===== config.mk =====
export PLATFORM = sky130hd
export DESIGN_NAME = hdpsl_link
export DESIGN_NICKNAME = d
export VERILOG_FILES = /design/src/core/hdpsl_pkg.sv /design/src/core/hdpsl_link.sv
export VERILOG_INCLUDE_DIRS = /design/src /design/src/core
export SDC_FILE = /design/constraint.sdc
export NUM_CORES = 1
export LEC_CHECK = 0
export BUFFER_PORTS_ARGS = -buffer_cell sky130_fd_sc_hd__buf_2
export CAP_MARGIN = 0
export CORE_UTILIZATION = 44
export CTS_CLUSTER_SIZE = 28
export DETAILED_ROUTE_END_ITERATION = 7
export SYNTH_ARGS = -nofsm -noshare
export SYNTH_HDL_FRONTEND = slang
export SYNTH_SLANG_ARGS = --single-unit

===== constraint.sdc =====
create_clock -name sys_clk -period 14.1 [get_ports sys_clk]
set_clock_uncertainty 0.2 [all_clocks]
set_input_delay 0.705 -clock sys_clk [delete_from_list [all_inputs] [get_ports sys_clk]]
set_output_delay 0.705 -clock sys_clk [all_outputs]
set_load 0.02 [all_outputs]

===== src/core/hdpsl_defines.svh =====
// constants of the half-duplex polled slave link engine
`ifndef HDPSL_DEFINES_SVH
`define HDPSL_DEFINES_SVH

// -----------------------------------------------------------------------
// timing
// -----------------------------------------------------------------------
`define HDPSL_CLK_HZ       100000000
`define HDPSL_MS_PER_S     1000
`define HDPSL_TICK_MS      1
`define HDPSL_SLOW_UNIT_MS 20

// -----------------------------------------------------------------------
// addresses on the link
// -----------------------------------------------------------------------
`define HDPSL_BCAST_ADDR   8'hFF
`define HDPSL_ADDR_RST     8'h01

// -----------------------------------------------------------------------
// register offsets
// -----------------------------------------------------------------------
`define HDPSL_OFS_CTRL     8'h00
`define HDPSL_OFS_ADDR     8'h01
`define HDPSL_OFS_POLLTO   8'h02
`define HDPSL_OFS_OFFDLY   8'h03
`define HDPSL_OFS_SENDDLY  8'h04
`define HDPSL_OFS_PREDLY   8'h05
`define HDPSL_OFS_RETRY    8'h06
`define HDPSL_OFS_STATUS   8'h07
`define HDPSL_OFS_SENT     8'h0A
`define HDPSL_OFS_RCVD     8'h0B
`define HDPSL_OFS_NAK      8'h0E
`define HDPSL_OFS_POLLS    8'h0F
`define HDPSL_OFS_NOBUF    8'h11

// -----------------------------------------------------------------------
// fields and reset values
// -----------------------------------------------------------------------
`define HDPSL_CTRL_DUP     0
`define HDPSL_CTRL_EOTSUP  1
`define HDPSL_CTRL_MODEM   2
`define HDPSL_STAT_ERR     0
`define HDPSL_STAT_TMO     1
`define HDPSL_STAT_QUEUED  2
`define HDPSL_STAT_RTS     3
`define HDPSL_STAT_CTS     4
`define HDPSL_CTRL_RST     3'h0
`define HDPSL_DLY_RST      16'h0000
`define HDPSL_RETRY_RST    8'h03

`endif


===== src/core/hdpsl_pkg.sv =====
// types of the half-duplex polled slave link engine
package hdpsl_pkg;

  typedef enum logic [2:0] {
    ST_IDLE, ST_PRE, ST_RTS_ON, ST_SEND, ST_RTS_OFF, ST_WAIT_ACK
  } hdpsl_state_t;

  typedef enum logic [1:0] {
    KIND_ACK, KIND_EOT, KIND_MSG
  } hdpsl_kind_t;

endpackage : hdpsl_pkg


===== src/core/hdpsl_link.sv =====
// link-layer engine of a polled half-duplex slave station
// What this block does
// - duplicate detect on: acknowledge repeat of last message, do not execute
// - duplicate detect off: execute every repeat like a new command
// - poll timer starts when a slave-initiated message is queued
// - poll timer expires first: set error flag, drop queued message
// - message timeout expires first: set error and timeout flags
// - poll timeout of zero disables the poll timer
// - after the last character wait off delay (20 ms units), then drop RTS
// - after raising RTS wait send delay (20 ms units) before first character
// - in modem mode characters go out only while clear-to-send is high
// - resend unacknowledged message up to retry count, then undeliverable
// - wait pre-transmit delay (1 ms units) before raising RTS
// - suppression on: send nothing to a poll when no data is held
// - suppression off: answer a poll without data by an EOT packet
// - poll timer applies only to slave-initiated messages, not replies
// - slave-initiated message stays queued until the master polls
// - sent counter counts every message transmitted, retries included
// - received counter counts each message received without error
// - poll counter counts each poll packet received for this station's address
// - nak counter counts each NAK received
// - no-buffer counter counts messages lost for lack of buffer space
// - station address 0 to 254; 255 is broadcast and never assigned
// - control-line mode selects no handshaking or RTS/CTS modem operation
//
// Our own choice: the plain strobed port.
`timescale 1ns/1ps
`include "hdpsl_defines.svh"

module hdpsl_link #(
  parameter int TICK_CYCLES = `HDPSL_CLK_HZ / `HDPSL_MS_PER_S * `HDPSL_TICK_MS,
  parameter int CNT_W       = 16
) (
  input  wire logic               sys_clk,
  input  wire logic               resetn,
  // register port
  input  wire logic [7:0]         regAddr,
  input  wire logic [15:0]        regWdata,
  input  wire logic               regWr,
  input  wire logic               regRd,
  output logic      [15:0]        regRdata,
  // events from the packet decoder
  input  wire logic               rxMsgValid,
  input  wire logic [7:0]         rxMsgAddr,
  input  wire logic [15:0]        rxMsgSig,
  input  wire logic               rxBufFull,
  input  wire logic               rxPollValid,
  input  wire logic [7:0]         rxPollAddr,
  input  wire logic               rxAckValid,
  input  wire logic               rxNakValid,
  // message sources
  input  wire logic               replyReady,
  input  wire logic               slvMsgReq,
  input  wire logic               msgTimeoutHit,
  // transmitter and modem
  input  wire logic               cts,
  input  wire logic               txDone,
  output logic                    txEnable,
  output hdpsl_pkg::hdpsl_kind_t  txKind,
  output logic                    rts,
  // results
  output logic                    cmdExecute,
  output logic                    msgAcked,
  output logic                    msgUndeliverable,
  output logic                    msgFromSlave,
  output logic                    msgError,
  output logic                    msgTimeout
);
  import hdpsl_pkg::*;

  function automatic logic [20:0] toMs(input logic [15:0] v,
                                       input logic slow);
    toMs = slow ? 21'(v) * 21'(`HDPSL_SLOW_UNIT_MS) : 21'(v);
  endfunction : toMs

  localparam int TICK_W = $clog2(TICK_CYCLES + 1);

  // -----------------------------------------------------------------------
  // configuration registers
  // -----------------------------------------------------------------------
  logic [2:0]  ctrl,      next_ctrl;
  logic [7:0]  stnAddr,   next_stnAddr;
  logic [15:0] pollTo,    next_pollTo;
  logic [15:0] offDly,    next_offDly;
  logic [15:0] sendDly,   next_sendDly;
  logic [15:0] preDly,    next_preDly;
  logic [7:0]  retries,   next_retries;
  logic        dupOn, eotSup, modemOn;

  assign dupOn   = ctrl[`HDPSL_CTRL_DUP];
  assign eotSup  = ctrl[`HDPSL_CTRL_EOTSUP];
  assign modemOn = ctrl[`HDPSL_CTRL_MODEM];

  always_comb begin
    next_ctrl    = ctrl;
    next_stnAddr = stnAddr;
    next_pollTo  = pollTo;
    next_offDly  = offDly;
    next_sendDly = sendDly;
    next_preDly  = preDly;
    next_retries = retries;
    if (regWr) begin
      unique case (regAddr)
        `HDPSL_OFS_CTRL:    next_ctrl = regWdata[2:0];
        `HDPSL_OFS_ADDR:
          if (regWdata[7:0] != `HDPSL_BCAST_ADDR) begin
            next_stnAddr = regWdata[7:0];
          end
        `HDPSL_OFS_POLLTO:  next_pollTo  = regWdata;
        `HDPSL_OFS_OFFDLY:  next_offDly  = regWdata;
        `HDPSL_OFS_SENDDLY: next_sendDly = regWdata;
        `HDPSL_OFS_PREDLY:  next_preDly  = regWdata;
        `HDPSL_OFS_RETRY:   next_retries = regWdata[7:0];
        default: ;
      endcase
    end
  end

  always_ff @(posedge sys_clk or negedge resetn) begin
    if (!resetn) begin
      ctrl    <= `HDPSL_CTRL_RST;
      stnAddr <= `HDPSL_ADDR_RST;
      pollTo  <= `HDPSL_DLY_RST;
      offDly  <= `HDPSL_DLY_RST;
      sendDly <= `HDPSL_DLY_RST;
      preDly  <= `HDPSL_DLY_RST;
      retries <= `HDPSL_RETRY_RST;
    end else begin
      ctrl    <= next_ctrl;
      stnAddr <= next_stnAddr;
      pollTo  <= next_pollTo;
      offDly  <= next_offDly;
      sendDly <= next_sendDly;
      preDly  <= next_preDly;
      retries <= next_retries;
    end
  end

  // -----------------------------------------------------------------------
  // millisecond tick
  // -----------------------------------------------------------------------
  logic [TICK_W-1:0] tickCnt, next_tickCnt;
  logic              tick;

  assign tick = (tickCnt == TICK_W'(TICK_CYCLES - 1));

  always_comb begin
    next_tickCnt = tick ? '0 : tickCnt + TICK_W'(1);
  end

  always_ff @(posedge sys_clk or negedge resetn) begin
    if (!resetn) begin
      tickCnt <= '0;
    end else begin
      tickCnt <= next_tickCnt;
    end
  end

  // -----------------------------------------------------------------------
  // receive side decode
  // -----------------------------------------------------------------------
  logic [15:0] lastSig,   next_lastSig;
  logic        lastValid, next_lastValid;
  logic        next_cmdExecute;
  logic        forUs, addrOk, rxGood, isDup, pollHit;

  assign forUs   = (rxMsgAddr == stnAddr);
  assign addrOk  = forUs || (rxMsgAddr == `HDPSL_BCAST_ADDR);
  assign rxGood  = rxMsgValid && addrOk && !rxBufFull;
  assign isDup   = lastValid && (rxMsgSig == lastSig);
  assign pollHit = rxPollValid && (rxPollAddr == stnAddr);

  always_comb begin
    next_lastSig    = lastSig;
    next_lastValid  = lastValid;
    next_cmdExecute = 1'b0;
    if (rxGood) begin
      next_lastSig    = rxMsgSig;
      next_lastValid  = 1'b1;
      next_cmdExecute = !(dupOn && isDup);
    end
  end

  always_ff @(posedge sys_clk or negedge resetn) begin
    if (!resetn) begin
      lastSig    <= '0;
      lastValid  <= 1'b0;
      cmdExecute <= 1'b0;
    end else begin
      lastSig    <= next_lastSig;
      lastValid  <= next_lastValid;
      cmdExecute <= next_cmdExecute;
    end
  end

  // -----------------------------------------------------------------------
  // transmit sequencer
  // -----------------------------------------------------------------------
  hdpsl_state_t state, next_state;
  hdpsl_kind_t  next_txKind;
  logic [20:0]  msCnt, next_msCnt;
  logic [7:0]   retryCnt, next_retryCnt;
  logic         next_rts, next_msgFromSlave;
  logic         next_msgAcked, next_msgUndeliverable;
  logic         slvQueued;
  logic         retryNow;

  assign txEnable = (state == ST_SEND) && (!modemOn || cts);
  assign retryNow = rxNakValid || pollHit;

  always_comb begin
    next_state            = state;
    next_txKind           = txKind;
    next_rts              = rts;
    next_msgFromSlave     = msgFromSlave;
    next_retryCnt         = retryCnt;
    next_msgAcked         = 1'b0;
    next_msgUndeliverable = 1'b0;
    unique case (state)
      ST_IDLE: begin
        next_retryCnt = '0;
        if (rxGood && forUs) begin
          next_txKind = KIND_ACK;
          next_state  = ST_PRE;
        end else if (pollHit) begin
          if (replyReady) begin
            next_txKind       = KIND_MSG;
            next_msgFromSlave = 1'b0;
            next_state        = ST_PRE;
          end else if (slvQueued) begin
            next_txKind       = KIND_MSG;
            next_msgFromSlave = 1'b1;
            next_state        = ST_PRE;
          end else if (!eotSup) begin
            next_txKind = KIND_EOT;
            next_state  = ST_PRE;
          end
        end
      end
      ST_PRE:
        if (msCnt >= toMs(preDly, 1'b0)) begin
          if (modemOn) begin
            next_rts   = 1'b1;
            next_state = ST_RTS_ON;
          end else begin
            next_state = ST_SEND;
          end
        end
      ST_RTS_ON:
        if (msCnt >= toMs(sendDly, 1'b1)) begin
          next_state = ST_SEND;
        end
      ST_SEND:
        if (txDone) begin
          if (modemOn) begin
            next_state = ST_RTS_OFF;
          end else begin
            next_state = (txKind == KIND_MSG) ? ST_WAIT_ACK : ST_IDLE;
          end
        end
      ST_RTS_OFF:
        if (msCnt >= toMs(offDly, 1'b1)) begin
          next_rts   = 1'b0;
          next_state = (txKind == KIND_MSG) ? ST_WAIT_ACK : ST_IDLE;
        end
      ST_WAIT_ACK:
        if (rxAckValid) begin
          next_msgAcked = 1'b1;
          next_state    = ST_IDLE;
        end else if (retryNow) begin
          if (retryCnt < retries) begin
            next_retryCnt = retryCnt + 8'(1);
            next_state    = ST_PRE;
          end else begin
            next_msgUndeliverable = 1'b1;
            next_state            = ST_IDLE;
          end
        end
      default: next_state = ST_IDLE;
    endcase
    if (next_state != state) begin
      next_msCnt = '0;
    end else begin
      next_msCnt = msCnt + 21'(tick);
    end
  end

  always_ff @(posedge sys_clk or negedge resetn) begin
    if (!resetn) begin
      state            <= ST_IDLE;
      txKind           <= KIND_ACK;
      rts              <= 1'b0;
      msgFromSlave     <= 1'b0;
      retryCnt         <= '0;
      msCnt            <= '0;
      msgAcked         <= 1'b0;
      msgUndeliverable <= 1'b0;
    end else begin
      state            <= next_state;
      txKind           <= next_txKind;
      rts              <= next_rts;
      msgFromSlave     <= next_msgFromSlave;
      retryCnt         <= next_retryCnt;
      msCnt            <= next_msCnt;
      msgAcked         <= next_msgAcked;
      msgUndeliverable <= next_msgUndeliverable;
    end
  end

  // -----------------------------------------------------------------------
  // slave message queue, poll timer and error flags
  // -----------------------------------------------------------------------
  logic [20:0] pollMs, next_pollMs;
  logic        next_slvQueued, next_msgError, next_msgTimeout;
  logic        serving, pollExp, statWr;

  assign serving = (state != ST_IDLE) && (txKind == KIND_MSG) && msgFromSlave;
  assign pollExp = (pollTo != '0) && (pollMs >= toMs(pollTo, 1'b1));
  assign statWr  = regWr && (regAddr == `HDPSL_OFS_STATUS);

  always_comb begin
    next_slvQueued  = slvQueued;
    next_pollMs     = pollMs;
    next_msgError   = msgError;
    next_msgTimeout = msgTimeout;
    if (statWr) begin
      next_msgError   = msgError   && !regWdata[`HDPSL_STAT_ERR];
      next_msgTimeout = msgTimeout && !regWdata[`HDPSL_STAT_TMO];
    end
    if (slvQueued && !serving) begin
      next_pollMs = pollMs + 21'(tick);
    end
    if (msgFromSlave && (msgAcked || msgUndeliverable)) begin
      next_slvQueued = 1'b0;
    end
    if (slvQueued && !serving && msgTimeoutHit) begin
      next_msgError   = 1'b1;
      next_msgTimeout = 1'b1;
      next_slvQueued  = 1'b0;
    end else if (slvQueued && !serving && pollExp) begin
      next_msgError  = 1'b1;
      next_slvQueued = 1'b0;
    end
    if (slvMsgReq && !slvQueued) begin
      next_slvQueued = 1'b1;
      next_pollMs    = '0;
    end
  end

  always_ff @(posedge sys_clk or negedge resetn) begin
    if (!resetn) begin
      slvQueued  <= 1'b0;
      pollMs     <= '0;
      msgError   <= 1'b0;
      msgTimeout <= 1'b0;
    end else begin
      slvQueued  <= next_slvQueued;
      pollMs     <= next_pollMs;
      msgError   <= next_msgError;
      msgTimeout <= next_msgTimeout;
    end
  end

  // -----------------------------------------------------------------------
  // diagnostic counters
  // -----------------------------------------------------------------------
  logic [CNT_W-1:0] sentCnt, next_sentCnt;
  logic [CNT_W-1:0] rcvdCnt, next_rcvdCnt;
  logic [CNT_W-1:0] nakCnt,  next_nakCnt;
  logic [CNT_W-1:0] pollCnt, next_pollCnt;
  logic [CNT_W-1:0] nobufCnt, next_nobufCnt;
  logic             sentEv;

  assign sentEv = (state == ST_SEND) && txDone && (txKind == KIND_MSG);

  // counters wrap naturally at their width
  always_comb begin
    next_sentCnt  = sentCnt  + CNT_W'(sentEv);
    next_rcvdCnt  = rcvdCnt  + CNT_W'(rxGood);
    next_pollCnt  = pollCnt  + CNT_W'(pollHit);
    next_nakCnt   = nakCnt   + CNT_W'(rxNakValid);
    next_nobufCnt = nobufCnt + CNT_W'(rxMsgValid && addrOk && rxBufFull);
  end

  always_ff @(posedge sys_clk or negedge resetn) begin
    if (!resetn) begin
      sentCnt  <= '0;
      rcvdCnt  <= '0;
      nakCnt   <= '0;
      pollCnt  <= '0;
      nobufCnt <= '0;
    end else begin
      sentCnt  <= next_sentCnt;
      rcvdCnt  <= next_rcvdCnt;
      nakCnt   <= next_nakCnt;
      pollCnt  <= next_pollCnt;
      nobufCnt <= next_nobufCnt;
    end
  end

  // -----------------------------------------------------------------------
  // read back
  // -----------------------------------------------------------------------
  logic [15:0] next_regRdata;

  always_comb begin
    next_regRdata = '0;
    if (regRd) begin
      unique case (regAddr)
        `HDPSL_OFS_CTRL:    next_regRdata = 16'(ctrl);
        `HDPSL_OFS_ADDR:    next_regRdata = 16'(stnAddr);
        `HDPSL_OFS_POLLTO:  next_regRdata = pollTo;
        `HDPSL_OFS_OFFDLY:  next_regRdata = offDly;
        `HDPSL_OFS_SENDDLY: next_regRdata = sendDly;
        `HDPSL_OFS_PREDLY:  next_regRdata = preDly;
        `HDPSL_OFS_RETRY:   next_regRdata = 16'(retries);
        `HDPSL_OFS_STATUS: begin
          next_regRdata[`HDPSL_STAT_ERR]    = msgError;
          next_regRdata[`HDPSL_STAT_TMO]    = msgTimeout;
          next_regRdata[`HDPSL_STAT_QUEUED] = slvQueued;
          next_regRdata[`HDPSL_STAT_RTS]    = rts;
          next_regRdata[`HDPSL_STAT_CTS]    = cts;
        end
        `HDPSL_OFS_SENT:    next_regRdata = 16'(sentCnt);
        `HDPSL_OFS_RCVD:    next_regRdata = 16'(rcvdCnt);
        `HDPSL_OFS_NAK:     next_regRdata = 16'(nakCnt);
        `HDPSL_OFS_POLLS:   next_regRdata = 16'(pollCnt);
        `HDPSL_OFS_NOBUF:   next_regRdata = 16'(nobufCnt);
        default:            next_regRdata = '0;
      endcase
    end
  end

  always_ff @(posedge sys_clk or negedge resetn) begin
    if (!resetn) begin
      regRdata <= '0;
    end else begin
      regRdata <= next_regRdata;
    end
  end

endmodule : hdpsl_link


======== Word level (Yosys, flattened, before mapping) ========
Index checks and enable logic that the tools add are counted.
operators by class
  bitwise operators ....................... 1
  eq/ne operators ......................... 32
  $mul .................................... 3
  mux-type cells .......................... 54
  reduce and logical (&&, ||, !) cells .... 55
  magnitude comparators ................... 5
  add/subtract/negate cells ............... 9
operators by type and width
  cell                   count
  $pmux 11 s11           1
  $add 16x1->16          5
  $pmux 5 s13            1
  $ge 21x21->1           3
  $mux 21                3
  $mul 16x3->19 const B  3
  $add 21x1->21          2
  $mux 3                 13
  $eq 8x3->1 const B     4
  $eq 8x4->1 const B     4
  $mux 8                 3
  $mux 1                 23
  $ge 21x16->1           1
  $logic_and 1x1->1      21
  $pmux 3 s6             1
  $add 17x1->17 const B  1
  $eq 17x17->1 const B   1
  $mux 17                1
  $eq 16x16->1           1
  $eq 8x2->1 const B     2
  $eq 8x8->1             2
  $mux 16                1
  $pmux 8 s2             1
  $reduce_bool 16->1     1
  other kinds (26)       60
word-level totals
  register bits after elaboration ......... 276
  output and inout port bits .............. 26
  word-level logic and storage cells ...... 188
  input port bits ......................... 70

======== Depth between registers and ports, before layout ========
  depth after elaboration ................. 9
  gate-level depth with buffers ........... 20
  depth with buffers taken out ............ 19

======== Worst setup path before layout ========
Ideal clock, no wire load.
  kind .................................... register -> register
  start point ............................. reg offDly[1]
  end point ............................... reg msCnt[0]
  setup time .............................. 0.135 ns
  stages on the path, launching flop included .. 21
  arrival time ............................ 4.187 ns
  path buffers ............................ 1
  setup slack ............................. 9.578 ns
  cells stage by stage .................... dfrtp_1 ha_1 ha_1 inv_1 fa_1 nor2b_1 o31a_1 o211ai_1 a21oi_1 a2111oi_0 o211a_1 nor3_1 ha_1 nand4_1 nor3_1 o21ai_0 a21oi_1 o2bb2ai_1 o21ai_1 clkbuf_1 o22ai_1
between the ends
  longest elaborated chain between the ends .. 6
RTL lines
  element                 RTL line           source
  from (decl)             hdpsl_link.sv:84   logic [15:0] offDly, next_offDly;
  from (signal assigned)  hdpsl_link.sv:124  offDly <= `HDPSL_DLY_RST;
  from (signal assigned)  hdpsl_link.sv:132  offDly <= next_offDly;
  $mul 16x3->19           hdpsl_link.sv:73   toMs = slow ? 21'(v) * 21'(`HDPSL_SLOW_UNIT_MS) : 21'(v);
  $ge 21x21->1            hdpsl_link.sv:262  if (msCnt >= toMs(offDly, 1'b1)) begin
  $mux 3                  hdpsl_link.sv:262
  $pmux 3 s6              hdpsl_link.sv:219  unique case (state)
  $ne 3x3->1              hdpsl_link.sv:281  if (next_state != state) begin
  $mux 21                 hdpsl_link.sv:281
  net next_msCnt[0]       hdpsl_link.sv:201  logic [20:0] msCnt, next_msCnt;
  to (signal assigned)    hdpsl_link.sv:304  msCnt <= next_msCnt;
  to (decl)               hdpsl_link.sv:201
The timed path passes the listed nets, and every way through them passes these cells.
A chain may end at the register's enable or synchronous reset.

======== Worst setup path in the final report ========
  start point ............................. reg offDly[1]
  end point ............................... reg msCnt[4]
The elaborated chain is that of the path after synthesis.

==> summary by stage <==
Status
The run finished with clean final reports.

Synthesis
The number of synthesized register bits is approximately 280. The yosys synthesis warning count is 0. Among all flip-flop cells after synthesis, the most frequent one is sky130_fd_sc_hd__dfrtp_1. The post-synthesis instance area is 17,600 sq um. The part of the Yosys area used for sequential elements is about two fifths. The post-synthesis average cell area is between 10 and 15 sq um. The number of nets in the synthesized netlist is about 2,000. The most common cell in the synthesized netlist is sky130_fd_sc_hd__dfrtp_1. In the synthesized netlist the async set-or-reset flop fraction comes to between 90% and 100%.

Sorting the synthesized cells by area gives the leading types as sky130_fd_sc_hd__dfrtp_1 39%, sky130_fd_sc_hd__ha_1 13%, sky130_fd_sc_hd__mux2_2 6.5%. The largest area contributor in the netlist is sky130_fd_sc_hd__dfrtp_1. Counting instances in the post-synthesis netlist gives the leading cell types as 273 x sky130_fd_sc_hd__dfrtp_1, 180 x sky130_fd_sc_hd__ha_1, 139 x sky130_fd_sc_hd__nand2_1. In the synthesized netlist, the number of instances is 1,740.

The synthesized design devotes to its leading area cell type about 40% of total area. The post-synthesis cell type count is 76. Counting flops with a built-in enable in the synthesized netlist gives 0.

STA
In the post-route analysis, the smallest setup slack over all paths is roughly 8 ns. The shortest clock period the worst path allows after layout is about 6.0 ns. Setup repair after global routing left no endpoint under its margin.

Measured against its own limit, the worst slew margin works out to between 20% and 30%. The setup-violating endpoint count in the final report is 0. Based on the critical path, the design can be clocked at up to 0.167 GHz.

The count of pins over their slew limit was 0. The transition time at the pin with the least slew margin is roughly 1.2 ns. Of the available clock period, the critical path in the final layout requires between 40% and 50%. The setup TNS is 0 ns.

The number of endpoints with negative hold slack in the final report is 0.

Worst hold path
The worst hold path terminates at msgFromSlave. The worst hold path cell count is 2. The type of the most critical hold path is in -> reg. The beginning of the worst hold path is replyReady.

Clock tree
The clock latency at the later pin of the worst-skew pair is between 0.6 and 0.7 ns. The count of cells resized by post-cts repair is 0. The clock transition at the registers of the reported paths is about 0.06 ns. TritonCTS built the clock tree. The tree built by TritonCTS fans out to ~280 sinks.

Clock tree synthesis inserted a total of 31 buffers. In this run the number of H-tree levels came out at 1. The clock tree root buffer cell is sky130_fd_sc_hd__clkbuf_16. In this run the deepest clock path goes through 3 buffers.

Floorplan
Once the floorplan was initialized, standard cells occupied 45.0% of the core. 96 I/O pins were placed. The initialized floorplan defines slightly above 70 standard-cell rows. The area of the die is around 40,000 sq um. The core region is 39,000 sq um. The floorplan step set the die width to between 200 and 250 microns. The die boundary height is 202 microns.

Setup path
The required time at the endpoint of the critical path is between 10 and 15 ns. Data on the critical path arrives at its endpoint at 6.25 ns. By startpoint and endpoint, the worst setup path is classified as reg -> reg. The peak fanout along the critical path is 22.

Counting cells, the worst reg-to-reg path comes to 18. The worst setup path is captured at a register. The endpoint identified for the worst register-to-register timing path is msCnt[4].

The worst setup path is launched from a register. The reg-to-reg startpoint is offDly[1]. The internal reg-to-reg setup slack is about 8.1 ns.

Pwr
Summed over all cells, the static leakage comes to a little over 9 nW. The clock network accounts for between 40% and 50% of the total power. The net switching fraction of the power is roughly 30%. The worst vdd rail ir drop is 0.000106 V. Per report_power, the combinational group accounts for 16.4% of the total. The internal portion of the total power is around 1.4 mW. The power per standard cell area is 103 nW/um^2. Summed over all nets, the switching power comes to between 0.6 and 0.7 mW. The fraction of power consumed by sequential logic is between 40% and 50%.

Routing
The final route contains roughly 14,000 vias. The detailed router finished its first iteration with just over 900 violations. The number of optimization iterations in the first detailed-route pass is 5. Dividing the detail-routed via count by the number of cells gives 5.84. The total DRC errors in the routed layout is 0. The final wirelength is 47.5 mm.

The wire length per cell after detailed routing is roughly 20 microns. The final antenna-violating net count is 0.

Final layout
The number of standard cells in the final layout excluding fillers is ~2,400. The number of antenna diodes in the final layout is 0. After the last flow step, the layout net total stands at 2,090. The area overhead of the layout relative to synthesis is 12.0%. The fraction of final layout cells sized beyond drive strength 1 is 15.0%.

Placed design
Before CTS, the worst setup slack after placement is around 8 ns. The global placer's final weighted congestion is approximately 0.9. The number of buffers added on ports is 95. The sum of net half-perimeters after detailed placement is 35.3 mm.

After detailed placement, the design holds a cell count of approximately 2,300.

Global route
The number of global-route vias before repair was approximately 14,000. The wire length of the first global-routing pass is 76.1 mm. The total routing usage reported by global routing is roughly a quarter. The aggregate global routing overflow is 0. The initial antenna violation count came to 0. Entering global routing, the biggest net connects 172 pins.

Flow run
The max-cap check violation count is 0.
==> critical path, stage by stage, from the launching register on <==
cell and delay (ns):
sky130_fd_sc_hd__dfrtp_1 0.41, sky130_fd_sc_hd__ha_1 0.31, sky130_fd_sc_hd__ha_1 0.23, sky130_fd_sc_hd__inv_1 0.08
sky130_fd_sc_hd__fa_1 0.21, sky130_fd_sc_hd__nor2b_1 0.07, sky130_fd_sc_hd__o31a_1 0.27, sky130_fd_sc_hd__o211ai_1 0.23
sky130_fd_sc_hd__a21oi_1 0.13, sky130_fd_sc_hd__a2111oi_0 0.67, sky130_fd_sc_hd__nor4_1 0.13, sky130_fd_sc_hd__nor3_1 0.26
sky130_fd_sc_hd__ha_1 0.29, sky130_fd_sc_hd__a21oi_1 0.14, sky130_fd_sc_hd__o221ai_1 0.23, sky130_fd_sc_hd__and2_1 0.21
sky130_fd_sc_hd__a211oi_1 0.17, sky130_fd_sc_hd__nand4_1 0.85, sky130_fd_sc_hd__o41ai_1 0.74
==> worst max-delay path by stage <==
stage              start   endpoint  slack (ns)  depth (start not counted)
2_1_floorplan  offDly[1]   msCnt[0]        9.58                         20
3_3_place_gp   offDly[1]  msCnt[20]        8.48                         19
3_5_place_dp   offDly[1]  msCnt[12]        8.22                         18
4_1_cts        offDly[1]   msCnt[4]        8.16                         18
5_1_grt        offDly[1]   msCnt[4]        7.56                         18
6_report       offDly[1]   msCnt[4]        8.11                         18
==> power by group through the flow <==
stage	clock network (mW)	logic (mW)	registers, mW
3_5_place_dp	0	0.329	0.881
6_report	0.823	0.332	0.867
4_1_cts	0.841	0.332	0.867
5_1_grt	0.869	0.366	0.871
3_3_place_gp	0	0.324	0.880
2_1_floorplan	0	0.219	0.862
==> stage by stage <==
step                hold slack (ns)  power, mW  utilization (%)  area [sq um]
finish                       0.0866       2.02             50.4         19700
global route                 0.0815       2.11             50.4         19700
CTS                          0.0535       2.04             50.4         19700
detailed placement            0.255       1.21             47.8         18600
global placement              0.257       1.20             47.8         18600
floorplan                     0.209       1.08                -         17600
==> registers in the layout, indices dropped and copies added, names as in the netlist, 8 cells and up <==
name,cells
preDly,16
stnAddr,8
pollTo,16
lastSig,16
sentCnt,16
nobufCnt,16
nakCnt,16
rcvdCnt,16
pollMs,21
tickCnt,17
retryCnt,8
retries,8
pollCnt,16
sendDly,16
regRdata,16
offDly,16
msCnt,21
==> layer usage <==
metal	share of wire (%)	vias to the layer above	wire length (microns)	GRT usage [%]
met2	45	377	21500	37.6
met5	0	-	0	0
met4	2.6	0	1250	6.87
met1	47	6797	22200	33.0
li1	-	6653	-	-
met3	5.4	62	2550	3.55
==> cell type report <==
class,instances,area (sq um)
Inverter,76,285
Clock inverter,5,93.8
Tap cell,518,648
Fill cell,3676,19300
Clock buffer,53,938
Sequential cell,276,6910
Multi-Input combinational cell,1342,10200
Timing Repair Buffer,110,613
==> logic make-up (layout without fill, tap and decap cells) <==
logic type / Yosys count / in the layout / synth area share (%)
AND/OR/NAND/NOR: 509 / 509 / 14.4
AO/OA/AOI/OAI: 358 / 358 / 14.2
flip-flops: 276 / 276 / 39.4
adder cells (fa/ha/maj): 183 / 183 / 13.2
XOR/XNOR: 172 / 172 / 8.58
buffers and inverters: 122 / 244 / 2.72
multiplexers: 120 / 120 / 7.56
==> placed cells by master (no fill, tap or decap), types with 14 or more instances in the layout <==
cell type                   count
sky130_fd_sc_hd__a221oi_1      24
sky130_fd_sc_hd__clkbuf_1      14
sky130_fd_sc_hd__nor2_1       108
sky130_fd_sc_hd__o2111ai_1     22
sky130_fd_sc_hd__nand2_1      139
sky130_fd_sc_hd__and3_1        34
sky130_fd_sc_hd__mux2_2       101
sky130_fd_sc_hd__a21o_1        16
sky130_fd_sc_hd__nor2b_1       17
sky130_fd_sc_hd__inv_1         76
sky130_fd_sc_hd__a31oi_1       21
sky130_fd_sc_hd__clkbuf_16     31
sky130_fd_sc_hd__nor3_1        22
sky130_fd_sc_hd__mux2i_1       19
sky130_fd_sc_hd__xnor2_1      105
sky130_fd_sc_hd__xor2_1        67
sky130_fd_sc_hd__o41ai_1       23
sky130_fd_sc_hd__buf_2         94
sky130_fd_sc_hd__a21oi_1       64
sky130_fd_sc_hd__ha_1         180
sky130_fd_sc_hd__nand3_1       63
sky130_fd_sc_hd__o21ai_0       77
sky130_fd_sc_hd__nand4_1       48
sky130_fd_sc_hd__dfrtp_1      273
==> repair_timing <==
action	CTS	global route
hold buffers	1	0
hold endpoints to repair	2	0
setup buffers	0	0
endpoints found under the setup margin	0	0
Power figures use the tool's default switching activity.
